[src/core/irq_prio_pkg.sv]
// irq_prio_pkg: register indices, field layouts, masks and request
// vector numbers shared by the priority/vector register block.
// assumes a 32-bit APB slave with one aligned word per register index.
package irq_prio_pkg;

  // register indices; byte address is four times the index
  localparam logic [5:0] IDX_PRIO     = 6'h09;
  localparam logic [5:0] IDX_BASE     = 6'h0A;
  localparam logic [5:0] IDX_F0_SEL   = 6'h0B;
  localparam logic [5:0] IDX_F0_LOW   = 6'h0C;
  localparam logic [5:0] IDX_F0_HIGH  = 6'h0D;
  localparam logic [5:0] IDX_F1_SEL   = 6'h0E;
  localparam logic [5:0] IDX_F1_LOW   = 6'h0F;
  localparam logic [5:0] IDX_F1_HIGH  = 6'h10;
  localparam logic [5:0] IDX_STATUS   = 6'h20;
  localparam logic [5:0] IDX_MASK     = 6'h21;
  localparam logic [5:0] IDX_ACTIVE   = 6'h22;

  // writable bit masks; all other bits read zero
  localparam logic [15:0] PRIO_WMASK  = 16'hCCCC;
  localparam logic [15:0] BASE_WMASK  = 16'h1FFF;
  localparam logic [15:0] SEL_WMASK   = 16'h007F;
  localparam logic [15:0] LOW_WMASK   = 16'hFFFF;
  localparam logic [15:0] HIGH_WMASK  = 16'h001F;
  localparam logic [15:0] REG_RESET   = 16'h0000;

  // priority field encodings
  localparam logic [1:0] PRIO_OFF     = 2'h0;
  localparam logic [1:0] PRIO_LVL0    = 2'h1;
  localparam logic [1:0] PRIO_LVL1    = 2'h2;
  localparam logic [1:0] PRIO_LVL2    = 2'h3;

  // requests: 0 pwm fault, 1 pwm reload, 2 zero/limit, 3 conversion done
  localparam int NUM_REQ = 4;
  localparam int PRIO_LSB [NUM_REQ] = '{14, 10, 6, 2};
  localparam logic [6:0] REQ_VEC [NUM_REQ] = '{7'h3C, 7'h3D, 7'h3E, 7'h3F};

  // vector field widths
  localparam int BASE_W   = 13;
  localparam int LOWV_W   = 8;
  localparam int VEC_W    = 21;

  // status bits: fast 0 taken, fast 1 taken, normal vector taken
  localparam int ST_W     = 3;
  localparam int ST_F0    = 0;
  localparam int ST_F1    = 1;
  localparam int ST_NORM  = 2;

endpackage : irq_prio_pkg

[src/core/irq_prio_arbiter.sv]
// irq_prio_arbiter: picks the winning request among the four inputs.
// assumes priority fields and fast selects come from registers on clk.
`timescale 1ns/10ps
module irq_prio_arbiter
  import irq_prio_pkg::*;
(
  // requests and configuration
  input  wire logic [NUM_REQ-1:0] req,
  input  wire logic [15:0]        prio_reg,
  input  wire logic [6:0]         fast0_num,
  input  wire logic [6:0]         fast1_num,
  // winner
  output logic                    win_valid,
  output logic [1:0]              win_level,
  output logic [6:0]              win_vec,
  output logic                    win_fast0,
  output logic                    win_fast1
);

  // score {enabled, level, fast0, fast1, inverted vector}
  logic [11:0] score [NUM_REQ];
  logic [11:0] best;

  genvar g;
  generate
    for (g = 0; g < NUM_REQ; g++) begin : g_score
      logic [1:0] fld;   // this request's priority field
      logic       en;    // pending and not masked
      assign fld = prio_reg[PRIO_LSB[g] +: 2];
      assign en  = req[g] && (fld != PRIO_OFF);
      // level first, fast beats equal level, lower number wins ties
      assign score[g] = en ? {1'b1, fld - PRIO_LVL0, REQ_VEC[g] == fast0_num,
                              REQ_VEC[g] == fast1_num, ~REQ_VEC[g]} : 12'h000;
    end
  endgenerate

  // maximum search; scores are distinct because vector numbers are
  always_comb begin
    best = 12'h000;
    for (int i = 0; i < NUM_REQ; i++) begin
      if (score[i] > best) begin
        best = score[i];
      end
    end
  end

  // unpack the winning score
  always_comb begin
    win_valid = best[11];
    win_level = best[10:9];
    win_fast0 = best[8];
    win_fast1 = best[7] && !best[8];
    win_vec   = ~best[6:0];
  end

endmodule : irq_prio_arbiter

[src/core/irq_prio_regs.sv]
// irq_prio_regs: priority, vector base and fast interrupt registers
// with arbitration and vector presentation to the core.
// assumes APB master on clk; request inputs and core_ack are on clk.
// Function
// - field 00 masks, 01..11 levels 0..2
// - all priority fields reset to masked
// - fault bits 15-14, reload bits 11-10
// - zero/limit bits 7-6, done bits 3-2
// - unimplemented bits read zero, ignore writes
// - 13-bit base gives vector upper bits
// - low eight bits from winning request
// - fast 0 select holds 7-bit number
// - fast 1 select holds 7-bit number
// - fast interrupt presents its direct address
// - fast request beats other level 2
// - fast 0 served before fast 1
// - fast 0 low register 16 bits
// - fast 0 high five bits, 21-bit address
// - fast 1 direct 21-bit address likewise
//
// The APB register port was chosen for this implementation.
`timescale 1ns/10ps
module irq_prio_regs
  import irq_prio_pkg::*;
(
  // clock and reset
  input  wire logic              clk,
  input  wire logic              rst_n,
  // apb slave
  input  wire logic              psel,
  input  wire logic              penable,
  input  wire logic              pwrite,
  input  wire logic [7:0]        paddr,
  input  wire logic [31:0]       pwdata,
  output logic [31:0]            prdata,
  output logic                   pready,
  output logic                   pslverr,
  // peripheral requests
  input  wire logic              pwm_fault_req,
  input  wire logic              pwm_reload_req,
  input  wire logic              converter_zero_limit_req,
  input  wire logic              converter_done_req,
  // core side
  output logic                   irq_req,
  output logic [1:0]             irq_level,
  output logic [VEC_W-1:0]       irq_vector,
  output logic                   irq_fast0,
  output logic                   irq_fast1,
  input  wire logic              core_ack,
  // interrupt line
  output logic                   irq
);

  // stored registers
  logic [15:0]       prio_r;      // priority_pwm_adc_requests
  logic [15:0]       base_r;      // vector_table_base
  logic [15:0]       f0_sel_r;    // fast_irq0_select
  logic [15:0]       f0_low_r;    // fast_irq0_addr_low
  logic [15:0]       f0_high_r;   // fast_irq0_addr_high
  logic [15:0]       f1_sel_r;    // fast_irq1_select
  logic [15:0]       f1_low_r;    // fast_irq1_addr_low
  logic [15:0]       f1_high_r;   // fast_irq1_addr_high
  logic [ST_W-1:0]   status_r;    // sticky events
  logic [ST_W-1:0]   mask_r;      // event enables
  // core outputs
  logic              req_r;
  logic [1:0]        level_r;
  logic [VEC_W-1:0]  vector_r;
  logic              fast0_r;
  logic              fast1_r;
  logic [6:0]        vec_num_r;   // vector number being presented
  // apb read side
  logic [31:0]       prdata_r;
  logic              pslverr_r;
  logic [31:0]       rdata_nxt;
  logic              hit_nxt;
  // decode
  logic [5:0]        idx;         // register index
  logic              wr_en;       // write takes effect now
  logic              setup;       // setup phase of a transfer
  // arbiter results
  logic [NUM_REQ-1:0] reqs;
  logic              win_valid;
  logic [1:0]        win_level;
  logic [6:0]        win_vec;
  logic              win_fast0;
  logic              win_fast1;
  // vectors
  logic [VEC_W-1:0]  fast0_addr;
  logic [VEC_W-1:0]  fast1_addr;
  logic [VEC_W-1:0]  norm_addr;
  logic [ST_W-1:0]   ev_set;      // events this cycle

  // address decode; low two bits and upper bits beyond index ignored
  assign idx   = paddr[7:2];
  assign setup = psel && !penable;
  assign wr_en = psel && penable && pwrite;
  assign pready = 1'b1;

  // masked write helper: only implemented bits can change
  function automatic logic [15:0] wmask(input logic [31:0] d, input logic [15:0] m);
    wmask = d[15:0] & m;
  endfunction : wmask

  // priority register; fields at fixed positions
  always_ff @(posedge clk) begin
    if (!rst_n) begin
      prio_r <= REG_RESET;
    end else if (wr_en && idx == IDX_PRIO) begin
      prio_r <= wmask(pwdata, PRIO_WMASK);
    end
  end

  // vector base register
  always_ff @(posedge clk) begin
    if (!rst_n) begin
      base_r <= REG_RESET;
    end else if (wr_en && idx == IDX_BASE) begin
      base_r <= wmask(pwdata, BASE_WMASK);
    end
  end

  // fast interrupt select registers
  always_ff @(posedge clk) begin
    if (!rst_n) begin
      f0_sel_r <= REG_RESET;
      f1_sel_r <= REG_RESET;
    end else if (wr_en) begin
      if (idx == IDX_F0_SEL) begin
        f0_sel_r <= wmask(pwdata, SEL_WMASK);
      end
      if (idx == IDX_F1_SEL) begin
        f1_sel_r <= wmask(pwdata, SEL_WMASK);
      end
    end
  end

  // fast interrupt direct address registers
  always_ff @(posedge clk) begin
    if (!rst_n) begin
      f0_low_r  <= REG_RESET;
      f0_high_r <= REG_RESET;
      f1_low_r  <= REG_RESET;
      f1_high_r <= REG_RESET;
    end else if (wr_en) begin
      case (idx)
        IDX_F0_LOW:  f0_low_r  <= wmask(pwdata, LOW_WMASK);
        IDX_F0_HIGH: f0_high_r <= wmask(pwdata, HIGH_WMASK);
        IDX_F1_LOW:  f1_low_r  <= wmask(pwdata, LOW_WMASK);
        IDX_F1_HIGH: f1_high_r <= wmask(pwdata, HIGH_WMASK);
        default: ;
      endcase
    end
  end

  // request vector in field order
  assign reqs = {converter_done_req, converter_zero_limit_req,
                 pwm_reload_req, pwm_fault_req};

  // winner selection
  irq_prio_arbiter u_arb (
    .req       (reqs),
    .prio_reg  (prio_r),
    .fast0_num (f0_sel_r[6:0]),
    .fast1_num (f1_sel_r[6:0]),
    .win_valid (win_valid),
    .win_level (win_level),
    .win_vec   (win_vec),
    .win_fast0 (win_fast0),
    .win_fast1 (win_fast1)
  );

  // candidate addresses
  assign fast0_addr = {f0_high_r[4:0], f0_low_r};
  assign fast1_addr = {f1_high_r[4:0], f1_low_r};
  assign norm_addr  = {base_r[BASE_W-1:0], 1'b0, win_vec};

  // registered presentation to the core
  always_ff @(posedge clk) begin
    if (!rst_n) begin
      req_r     <= 1'b0;
      level_r   <= PRIO_OFF;
      vector_r  <= '0;
      fast0_r   <= 1'b0;
      fast1_r   <= 1'b0;
      vec_num_r <= 7'h00;
    end else begin
      req_r     <= win_valid;
      level_r   <= win_level;
      fast0_r   <= win_valid && win_fast0;
      fast1_r   <= win_valid && win_fast1;
      vec_num_r <= win_vec;
      // direct address for fast, table address otherwise
      if (win_fast0) begin
        vector_r <= fast0_addr;
      end else if (win_fast1) begin
        vector_r <= fast1_addr;
      end else begin
        vector_r <= norm_addr;
      end
    end
  end

  assign irq_req    = req_r;
  assign irq_level  = level_r;
  assign irq_vector = vector_r;
  assign irq_fast0  = fast0_r;
  assign irq_fast1  = fast1_r;

  // events: core acknowledges the presented vector
  always_comb begin
    ev_set          = '0;
    ev_set[ST_F0]   = core_ack && req_r && fast0_r;
    ev_set[ST_F1]   = core_ack && req_r && fast1_r;
    ev_set[ST_NORM] = core_ack && req_r && !fast0_r && !fast1_r;
  end

  // sticky status; a new event wins over a write-one clear
  always_ff @(posedge clk) begin
    if (!rst_n) begin
      status_r <= '0;
    end else if (wr_en && idx == IDX_STATUS) begin
      status_r <= (status_r & ~pwdata[ST_W-1:0]) | ev_set;
    end else begin
      status_r <= status_r | ev_set;
    end
  end

  // event mask
  always_ff @(posedge clk) begin
    if (!rst_n) begin
      mask_r <= '0;
    end else if (wr_en && idx == IDX_MASK) begin
      mask_r <= pwdata[ST_W-1:0];
    end
  end

  // level interrupt from unmasked sticky bits
  assign irq = |(status_r & mask_r);

  // read mux
  always_comb begin
    rdata_nxt = 32'h0000_0000;
    hit_nxt   = 1'b1;
    case (idx)
      IDX_PRIO:    rdata_nxt[15:0] = prio_r;
      IDX_BASE:    rdata_nxt[15:0] = base_r;
      IDX_F0_SEL:  rdata_nxt[15:0] = f0_sel_r;
      IDX_F0_LOW:  rdata_nxt[15:0] = f0_low_r;
      IDX_F0_HIGH: rdata_nxt[15:0] = f0_high_r;
      IDX_F1_SEL:  rdata_nxt[15:0] = f1_sel_r;
      IDX_F1_LOW:  rdata_nxt[15:0] = f1_low_r;
      IDX_F1_HIGH: rdata_nxt[15:0] = f1_high_r;
      IDX_STATUS:  rdata_nxt[ST_W-1:0] = status_r;
      IDX_MASK:    rdata_nxt[ST_W-1:0] = mask_r;
      // live arbitration state: {req, fast1, fast0, level, number}
      IDX_ACTIVE:  rdata_nxt[11:0] = {req_r, fast1_r, fast0_r, level_r, vec_num_r};
      default:     hit_nxt = 1'b0;
    endcase
  end

  // read data and error captured in the setup phase
  always_ff @(posedge clk) begin
    if (!rst_n) begin
      prdata_r  <= 32'h0000_0000;
      pslverr_r <= 1'b0;
    end else if (setup) begin
      prdata_r  <= pwrite ? 32'h0000_0000 : rdata_nxt;
      pslverr_r <= !hit_nxt;
    end
  end

  assign prdata  = prdata_r;
  assign pslverr = pslverr_r;

  // ---- checks ----

  // priority fields are masked in the cycle after reset
  a_prio_reset: assert property (@(posedge clk)
    $past(rst_n) == 1'b0 |-> prio_r == REG_RESET)
    else $error("priority fields not cleared by reset");

  // all-masked priorities never present a request
  a_mask_blocks: assert property (@(posedge clk) disable iff (!rst_n)
    prio_r == REG_RESET |=> !req_r)
    else $error("masked request reached the core");

  // reserved priority bits and fast 0 high bits 15-5 stay zero
  a_reserved_zero: assert property (@(posedge clk) disable iff (!rst_n)
    (prio_r & ~PRIO_WMASK) == 16'h0000 && f0_high_r[15:5] == 11'h000)
    else $error("reserved bit became set");

  // fault and reload fields follow a write
  a_pwm_fields: assert property (@(posedge clk) disable iff (!rst_n)
    wr_en && idx == IDX_PRIO |=> prio_r[15:14] == $past(pwdata[15:14])
                               && prio_r[11:10] == $past(pwdata[11:10]))
    else $error("pwm priority fields misplaced");

  // converter fields follow a write
  a_adc_fields: assert property (@(posedge clk) disable iff (!rst_n)
    wr_en && idx == IDX_PRIO |=> prio_r[7:6] == $past(pwdata[7:6])
                               && prio_r[3:2] == $past(pwdata[3:2]))
    else $error("converter priority fields misplaced");

  // base register keeps only thirteen bits
  a_base_width: assert property (@(posedge clk) disable iff (!rst_n)
    wr_en && idx == IDX_BASE |=> base_r == ($past(pwdata[15:0]) & BASE_WMASK))
    else $error("vector base width wrong");

  // normal vector is base over winner number
  a_norm_vector: assert property (@(posedge clk) disable iff (!rst_n)
    req_r && !fast0_r && !fast1_r |-> vector_r[VEC_W-1:LOWV_W] == $past(base_r[BASE_W-1:0])
                                    && vector_r[6:0] == vec_num_r)
    else $error("normal vector composition wrong");

  // fast select keeps seven bits
  a_sel_width: assert property (@(posedge clk) disable iff (!rst_n)
    f0_sel_r[15:7] == 9'h000 && f1_sel_r[15:7] == 9'h000)
    else $error("fast select upper bits set");

  // fast 0 presents its direct address
  a_fast0_addr: assert property (@(posedge clk) disable iff (!rst_n)
    fast0_r |-> vector_r == $past(fast0_addr))
    else $error("fast 0 address not presented");

  // fast 1 presents its direct address
  a_fast1_addr: assert property (@(posedge clk) disable iff (!rst_n)
    fast1_r |-> vector_r == $past(fast1_addr))
    else $error("fast 1 address not presented");

  // fast 0 wins whenever it is the arbiter's pick
  a_fast_order: assert property (@(posedge clk) disable iff (!rst_n)
    win_valid && win_fast0 |=> fast0_r && !fast1_r)
    else $error("fast 0 not served first");

  // presented level is the arbitration level
  a_level_follow: assert property (@(posedge clk) disable iff (!rst_n)
    win_valid |=> req_r && level_r == $past(win_level))
    else $error("presented level differs");

endmodule : irq_prio_regs

[config.mk]
export PLATFORM = sky130hd
export DESIGN_NAME = irq_prio_regs
export DESIGN_NICKNAME = d
export VERILOG_FILES = /design/src/core/irq_prio_pkg.sv /design/src/core/irq_prio_arbiter.sv /design/src/core/irq_prio_regs.sv
export SDC_FILE = /design/constraint.sdc
export NUM_CORES = 1
export LEC_CHECK = 0
export BUFFER_PORTS_ARGS = -buffer_cell sky130_fd_sc_hd__buf_2
export CAP_MARGIN = 30
export CORE_MARGIN = 1.5
export CORE_UTILIZATION = 60
export DETAILED_ROUTE_END_ITERATION = 7
export PLACE_DENSITY_LB_ADDON = 0.1
export SYNTH_ARGS = -nofsm -noshare
export SYNTH_HDL_FRONTEND = slang
export SYNTH_HIERARCHICAL = 1
export SYNTH_SLANG_ARGS = --single-unit
[constraint.sdc]
create_clock -name clk -period 14.43 [get_ports clk]
set_input_delay 2.886 -clock clk [delete_from_list [all_inputs] [get_ports clk]]
set_output_delay 2.886 -clock clk [all_outputs]
set_load 0.02 [all_outputs]
Word-level counts from Yosys, hierarchy flattened:

Cells that the tools add are included.

* flip-flop bits (word level): 149
* output and inout bits: 61
* logic and storage cells: 103
* input bits: 50

* $add $sub $neg: 4
* multiplexer cells: 16
* $lt $le $gt $ge: 4
* reduce and logical (&&, ||, !) cells: 36
* equality and inequality tests: 19
* bitwise gates (word level): 6

Operator list (count)
* $mux W12: 8
* $pmux W9 S9: 1
* $eq A6 B7 Y1 const A: 8
* $eq A6 B4 Y1 const B: 7
* $mux W21: 2
* $gt A12 B12 Y1: 3
* $pmux W3 S11: 1
* $logic_and A1 B1 Y1: 19
* $eq A6 B6 Y1 const B: 3
* $mux W16: 1
* $pmux W4 S4: 1
* $gt A12 B1 Y1 const B: 1
* $reduce_and A2 Y1: 6
* $reduce_or A11 Y1: 1
* $reduce_bool A2 Y1: 4
* $sub A2 B1 Y2 const B: 4
* $not A7 Y7: 1
* $and A3 B3 Y3: 2
* $eq A6 B5 Y1 const B: 1
* $or A3 B3 Y3: 2
* $logic_not A1 Y1: 5
* $mux W3: 1
* $not A3 Y3: 1
* $reduce_or A3 Y1: 1
* $mux W1: 1

Longest topological paths before layout:

Gate-level depths: netlist of run 1.

* depth after elaboration: 15
* depth in mapped cells: 31

Cells and area by module:

The synthesis of run 1 kept the hierarchy.

Modules (own cells, without submodules)
* irq_prio_regs: times used 1, cells each 690, seq. area each 2662.6 µm², area each 6017.0 µm²
* irq_prio_arbiter: times used 1, cells each 164, seq. area each 0.0 µm², area each 1148.6 µm²

Least setup slack after synthesis of run 1:

OpenSTA, ideal clock, no wires.

* kind: in2reg
* from: input port pwm_fault_req
* to: register vector_r[0] (netlist: irq_vector[0])
* stages on the path: 27
* arrival time: 8776 ps
* path slack: 5539 ps
* data required time: 14315 ps
* cells stage by stage: nand2b_1 buf_1 or4_1 ha_1 a211oi_1 o311ai_2 a21oi_1 or2_2 inv_1 ha_1 and3_1 nand4_1 o31ai_1 a21oi_1 or2_1 ha_1 a21oi_1 nor2_1 or3_1 buf_1 o21a_4 o31ai_2 clkbuf_1 clkbuf_1 mux2i_1 o21ai_0 and2_1

* longest elaborated chain between the ends: 14
* elaborated cells between the ends (all ways): 15

RTL lines
* start, declared: RTL line irq_prio_regs.sv:39 `input wire logic pwm_fault_req,`
* $logic_and A1 B1 Y1 *: RTL line irq_prio_arbiter.sv:30 `assign en = req[g] && (fld != PRIO_OFF);`
* $mux W12 *: RTL line irq_prio_arbiter.sv:32 `assign score[g] = en ? {1'b1, fld - PRIO_LVL0, REQ_VEC[g] == fast0_num,`
* $gt A12 B1 Y1: RTL line irq_prio_arbiter.sv:41 `if (score[i] > best) begin`
* $mux W12 *: RTL line irq_prio_arbiter.sv:41
* $gt A12 B12 Y1: RTL line irq_prio_arbiter.sv:41
* $mux W12 *: RTL line irq_prio_arbiter.sv:41
* $gt A12 B12 Y1: RTL line irq_prio_arbiter.sv:41
* $mux W12 *: RTL line irq_prio_arbiter.sv:41
* $gt A12 B12 Y1: RTL line irq_prio_arbiter.sv:41
* $mux W12 *: RTL line irq_prio_arbiter.sv:41
* $logic_not A1 Y1: RTL line irq_prio_arbiter.sv:52 `win_fast1 = best[7] && !best[8];`
* $logic_and A1 B1 Y1 *: RTL line irq_prio_arbiter.sv:52
* via win_fast1: RTL line irq_prio_regs.sv:87 `logic win_fast1;`
* $mux W21 *: RTL line irq_prio_regs.sv:196 `end else if (win_fast1) begin`
* $mux W21 *: RTL line irq_prio_regs.sv:194 `if (win_fast0) begin`
* end signal, assigned: RTL line irq_prio_regs.sv:195 `vector_r <= fast0_addr;`
* end signal, assigned: RTL line irq_prio_regs.sv:197 `vector_r <= fast1_addr;`
* end signal, assigned: RTL line irq_prio_regs.sv:199 `vector_r <= norm_addr;`
* end, declared: RTL line irq_prio_regs.sv:68 `logic [VEC_W-1:0] vector_r;`

The timed path passes the listed nets; every way through them passes the cells marked *.
A chain may end at the register's enable or synchronous reset.

Worst setup path in the final report of run 1:

* from: input port pwm_fault_req
* to: register vector_r[17] (netlist: irq_vector[17])

The elaborated chain is that of the path after synthesis.

==> out/qor.yml, run 1 <==
htreeDepth: 4
synthToLayoutAreaGrowth_pct: 12.24
rows: 39
num_vias: 6586
dr_wl_met2_mm: 9.662
crit_arrival_ns: 9.68
cts.repair.resized: 0
synthesis.area_sq_mm: 0.007166
synth_top_area_cell: "dfxtp_1"
period_share_pct: 64.88
wl_met3_mm: 1.669
tightest_slew_ns: 0.9186
cpPeakStageDelay_ns: 0.62
yosys_warnings: 6
async_flop_share_pct: 0
multi_input_area_sq_mm: 0.004099
cp_slowest_cell: "or4_1"
regArea_sq_mm: 0.002663
crit_path_end_kind: "flop"
ys_ff_latch: 133
insertion_delay_ns: 0.43
grt_pass1_vias: 6339
ir_worst_vdd_v: 0.00009534
synthTopCellsByArea: "dfxtp_1, nand2_1, mux2i_1"
hold_viol_final: 0
drv_cap: 0
ctsRootBufferMaster: "clkbuf_16"
grt.overflow.total: 0
first_pass_iters: 8
pin_count: 111
postCtsSetupRepairBufs: 0
maxUsedRoutingLayer: "met4"
postRouteAntennaNets: 0
crit_path_max_fanout: 22
cp_top_family: "simple AND/OR/NAND/NOR gates"
period_needed_ns: 9.362
synthCells: 854
drt_iter0_drc: 645
critPathLaunchType: "input port"
ctsHoldBuffers: 0
slew_headroom_pct: 38.76
max_freq_ghz: 0.1068
fin_setup_tns_ns: 0
drc: 6
required_ns: 14.75
synth-edff-count: 0
seq_area_frac_synth_pct: 37.16
path_class: "input port to flop"
io_buffers: 75
grt_max_degree: 121
wl_per_cell_microns: 19.68
ys_types: 69
place_congestion: 0.8986
cts_buffers: 17
fin_skew_ns: 0.01428
status: "finished with violations"
violations: "DRC"
die_width_microns: 112.3
die-area_sq_mm: 0.01261
dp_hpwl_mm: 14.32
setup_viol: 0
timing.final.max_slew_violations: 0
rsz0062_at_grt: "false"
fin_area_sq_mm: 0.008043
coreArea_sq_mm: 0.01152
syn_avg_cell_area_sq_um: 8.391
ys.flop_type: "dfxtp_1"
hp-class: "flop to flop"
clockBufferDepth: 2
fillCellCount: 936
wl_met1_mm: 8.664
antenna_cells: 0
power.density_mw_per_mm2: 103.6
finalNetCount: 970
dpl_cell_area_sq_mm: 0.007467
start_util_pct: 62.22
gr-usage-all-layers_pct: 33.64
clk_pin_slew_ns: 0.06
leakage_nw: 3.061
tritoncts: "done"
via_per_inst: 6.243
grt_pass1_wl_mm: 33.12
cp_num_buf_inv: 3
synth_top_cell_area_share_pct: 37.16
die_height_microns: 112.3
clkSinkCount: 133
antenna_found_initial: 0
drive_gt1_share_pct: 15.90
drt-total-wl_mm: 20.76
-- registers in the layout, indices dropped and copies added (netlist names) --
signal	cells
pslverr	1
irq_fast0	1
status_r	3
mask_r	3
irq_vector	21
f0_sel_r	7
vec_num_r	7
irq_level	2
prio_r	8
irq_fast1	1
irq_req	1
prdata	16
f0_low_r	16
f1_high_r	5
base_r	13
f1_low_r	16
f1_sel_r	7
f0_high_r	5
-- final timing paths --
path / from / end / slack (ns) / cells after the start
max reg2reg: prio_r[14] / irq_vector[17] / 6.84 / 26
min: prdata[7] / prdata[7] / 0.44 / 1
max: pwm_fault_req / irq_vector[17] / 5.07 / 25
min reg2reg: prdata[7] / prdata[7] / 0.44 / 1
-- kinds of logic after synthesis --
kind of cell | Yosys count | share of synthesized area (%)
AND/OR/NAND/NOR | 353 | 24.64
other | 3 | 0.1571
flip-flops | 133 | 37.16
multiplexers | 45 | 6.338
XOR/XNOR | 2 | 0.2445
AO/OA/AOI/OAI | 199 | 20.90
adder cells (fa/ha/maj) | 21 | 3.667
buffers and inverters | 98 | 6.897
-- layout make-up --
| class | count | area share, % |
|---|---|---|
| clock buffers | 19 | 5.632 |
| clock inverters | 13 | 1.525 |
| inverters | 21 | 0.9801 |
| multi-input cells | 641 | 50.96 |
| flip-flops and latches | 133 | 33.11 |
| well taps | 143 | 2.225 |
| repair buffers | 85 | 5.569 |
-- metrics by stage --
stage          total power, mW  hold slack (ns)  instances  setup WS [ns]  util [%]
6_report                0.8333           0.4438       1055          5.068     69.84
5_1_grt                 0.8527           0.4527       1055          4.644     69.84
4_1_cts                 0.8329           0.4473       1055          5.209     69.84
3_5_place_dp            0.4207           0.4335       1023          4.776     64.84
3_3_place_gp            0.4199           0.4311       1022          4.915     64.80
2_1_floorplan           0.4111           0.4464        872          5.539         -
-- cell usage in the layout (no fill, tap or decap), drive strengths merged, types with 13 or more instances in the layout --
cell	synthesis	routed
and2	36	36
o21ai	27	27
nor2b	26	26
clkbuf	38	19
nor2	28	28
inv	21	25
mux2i	42	42
nand3	33	33
a21boi	67	67
nor3	17	17
conb	3	21
a21oi	19	19
buf	39	85
nand2b	15	15
a22oi	13	13
ha	21	21
nand2	162	162
dfxtp	133	133
-- synthesized netlist by cell type, types with 19 or more instances --
library cell    n
nand3_1        33
nor2b_1        26
dfxtp_1       133
mux2i_1        42
nor2_1         24
clkbuf_1       38
and2_1         36
a21boi_0       52
ha_1           21
o21ai_0        26
inv_1          21
buf_4          23
nand2_1       162
a21oi_1        19
-- where the power goes --
part	leakage [nW]	internal, mW	switching [mW]	total [mW]
logic	1.71	0.0133	0.0299	0.0432
clock network	0.278	0.248	0.172	0.419
registers	1.08	0.370	0.000936	0.371
-- per-layer routing --
layer	vias up	track usage (%)
met5	-	0
met2	373	53.99
met3	63	7.505
li1	3050	-
met4	0	15.86
met1	3100	43.28
No activity file was read; power rests on OpenSTA's default activity.
==> run 2, diff against run 1 <==
--- a/config.mk
+++ b/config.mk
@@ -8,7 +8,7 @@
 export BUFFER_PORTS_ARGS = -buffer_cell sky130_fd_sc_hd__buf_2
 export CAP_MARGIN = 30
 export CORE_MARGIN = 1.5
-export CORE_UTILIZATION = 60
+export CORE_UTILIZATION = 57
 export DETAILED_ROUTE_END_ITERATION = 7
 export PLACE_DENSITY_LB_ADDON = 0.1
 export SYNTH_ARGS = -nofsm -noshare
==> constraint.sdc (replaced) <==
create_clock -name clk -period 9.2 [get_ports clk]
set_input_delay 1.84 -clock clk [delete_from_list [all_inputs] [get_ports clk]]
set_output_delay 1.84 -clock clk [all_outputs]
set_load 0.02 [all_outputs]
==> run 2 against run 1 <==
Against the previous run: power rose by 67%; sequential cell count unchanged; register-to-register slack lost 5.2 ns; setup slack worse by 4.1 ns; combinational power increased by 57%; the flow now finishes without violations; non-clock buffer count increased by 1.
==> out/qor.yml, run 2 (synthesized netlist as in run 1, its figures left out) <==
cts.repair.resized: 0  # unchanged
gr-usage-all-layers_pct: 33.18  # was 33.64%
mostFrequentLayoutCells: "nand2_1, dfxtp_1, buf_2"  # unchanged
place_congestion: 0.9377  # was 0.8986
via_per_inst: 6.053  # was 6.243
fin_skew_ns: 0.009273  # was 0.01428 ns
synthToLayoutAreaGrowth_pct: 13.79  # was 12.24%
pwr-share-comb_pct: 4.9  # was 5.2%
seqPwrFrac_pct: 41.7  # was 44.5%
drt-total-wl_mm: 21.27  # was 20.76 mm
pwr-share-clk_pct: 53.4  # was 50.3%
clockBufferDepth: 2  # unchanged
grt_pass1_vias: 6240  # was 6339
cp_top_family: "simple AND/OR/NAND/NOR gates"  # unchanged
cts_buffers: 17  # unchanged
grt_max_degree: 120  # was 121
slew_headroom_pct: 33.97  # was 38.76%
tritoncts: "done"  # unchanged
drc: 0  # was 6
drv_cap: 0  # unchanged
dp_hpwl_mm: 14.81  # was 14.32 mm
clk_pin_slew_ns: 0.05  # was 0.06 ns
dpl_cell_area_sq_mm: 0.007506  # was 0.007467 sq mm
p_switching_mw: 0.3060  # was 0.2024 mW
leakage_nw: 3.097  # was 3.061 nW
tightest_slew_ns: 0.9884  # was 0.9186 ns
hold_viol_final: 0  # unchanged
ir_worst_vdd_v: 0.0001428  # was 0.00009534 V
crit_path_frequent_cell: "ha_1"
insertion_delay_ns: 0.42  # was 0.43 ns
required_ns: 9.51  # was 14.75 ns
cpPeakStageDelay_ns: 0.56  # was 0.62 ns
grtUsageMet1_pct: 42.25  # was 43.28%
postCtsSetupRepairBufs: 0  # unchanged
period_needed_ns: 8.268
setup_viol: 0  # unchanged
swShare_pct: 21.96  # was 24.28%
pin_count: 111  # unchanged
crit_path_max_fanout: 22  # unchanged
cp_slowest_cell: "nor4_1"  # was or4_1
num_vias: 6543  # was 6586
critPathLaunchType: "input port"  # unchanged
rsz0062_at_grt: "false"  # unchanged
grt_pass1_wl_mm: 33.35  # was 33.12 mm
io_buffers: 75  # unchanged
fin_setup_tns_ns: 0  # unchanged
drt_iter0_drc: 779  # was 645
antenna_cells: 0  # unchanged
timing.final.max_slew_violations: 0  # unchanged
fin_area_sq_mm: 0.008154  # was 0.008043 sq mm
largest_reg_flops: 21  # unchanged
antenna_found_initial: 0  # unchanged
start_util_pct: 58.92  # was 62.22%
hp-class: "flop to flop"  # unchanged
die_width_microns: 115.1  # was 112.3 microns
clkSinkCount: 133  # unchanged
final_util_pct: 67.05  # was 69.84%
grt.overflow.total: 0  # unchanged
die-area_sq_mm: 0.01325  # was 0.01261 sq mm
ctsRootBufferMaster: "clkbuf_16"  # unchanged
die_height_microns: 115.1  # was 112.3 microns
crit_path_end_kind: "flop"  # unchanged
wl_per_cell_microns: 19.67  # was 19.68 microns
htreeDepth: 4  # unchanged
cp_num_buf_inv: 3  # unchanged
path_class: "input port to flop"  # unchanged
power.density_mw_per_mm2: 170.9  # was 103.6 mW/mm^2
first_pass_iters: 8  # unchanged
postRouteAntennaNets: 0  # unchanged
coreArea_sq_mm: 0.01216  # was 0.01152 sq mm
finalNetCount: 971  # was 970
status: "finished, final reports clean"  # was finished with violations
final_common_cell: "nand2_1"  # unchanged
ctsHoldBuffers: 0  # unchanged
crit_arrival_ns: 8.58  # was 9.68 ns
period_share_pct: 89.87
use_met3_pct: 8.329  # was 7.505%
max_freq_ghz: 0.1209
drive_gt1_share_pct: 15.88  # was 15.90%
grt.busiest_layer: "met2"  # unchanged
holdWs_ns: 0.4506  # was 0.4438 ns
internal_power_mw: 1.088  # was 0.6309 mW
use_met2_pct: 54.01  # was 53.99%
rows: 40  # was 39
==> run 2: cell types whose count changed in the layout (fill, tap and decap cells not counted), sizes merged <==
cell,change
bufinv,+4
buf,+1
inv,-4
==> run 2: final timing paths <==
| kind | from | to | slack, ns | depth (start not counted) |
|---|---|---|---|---|
| worst max-delay path | pwm_reload_req | irq_vector[17] | 0.93 | 25 |
| worst min-delay path | prdata[10] | prdata[10] | 0.45 | 1 |
| worst max register to register | prio_r[14] | irq_vector[17] | 1.69 | 26 |
| worst min register to register | prdata[10] | prdata[10] | 0.45 | 1 |
==> run 2: through the flow <==
stage / setup WS [ns] / instances / power (mW)
4_1_cts: 1.097 / 1081 / 1.396
5_1_grt: 0.6678 / 1081 / 1.428
3_5_place_dp: 0.6866 / 1049 / 0.6597
2_1_floorplan: 1.355 / 872 / 0.6447
3_3_place_gp: 0.8358 / 1047 / 0.6586
6_report: 0.9319 / 1081 / 1.394
==> run 2: power groups by stage <==
stage	Combinational, mW	Sequential, mW	Clock [mW]
after global routing	0.0722	0.582	0.774
after detailed placement	0.0655	0.594	0
final	0.0680	0.582	0.744
after floorplan	0.0483	0.596	0
after CTS	0.0659	0.582	0.748
after global placement	0.0645	0.594	0
==> run 2: area by class of cell <==
cell class | count | area, sq um
Sequential cell | 133 | 2663
Clock inverter | 13 | 205.2
Fill cell | 1044 | 4008
Clock buffer | 19 | 442.9
Multi-Input combinational cell | 641 | 4099
Inverter | 21 | 78.83
Tap cell | 168 | 210.2
Timing Repair Buffer | 86 | 455.4
==> run 2: layer usage <==
layer | share of wire, % | wire length [microns] | up-vias
met3 | 8.2 | 1750 | 61
met1 | 42 | 8894 | 3096
met4 | 3.5 | 739 | 0
met5 | 0 | 0 | -
li1 | - | - | 3055
met2 | 46 | 9882 | 331
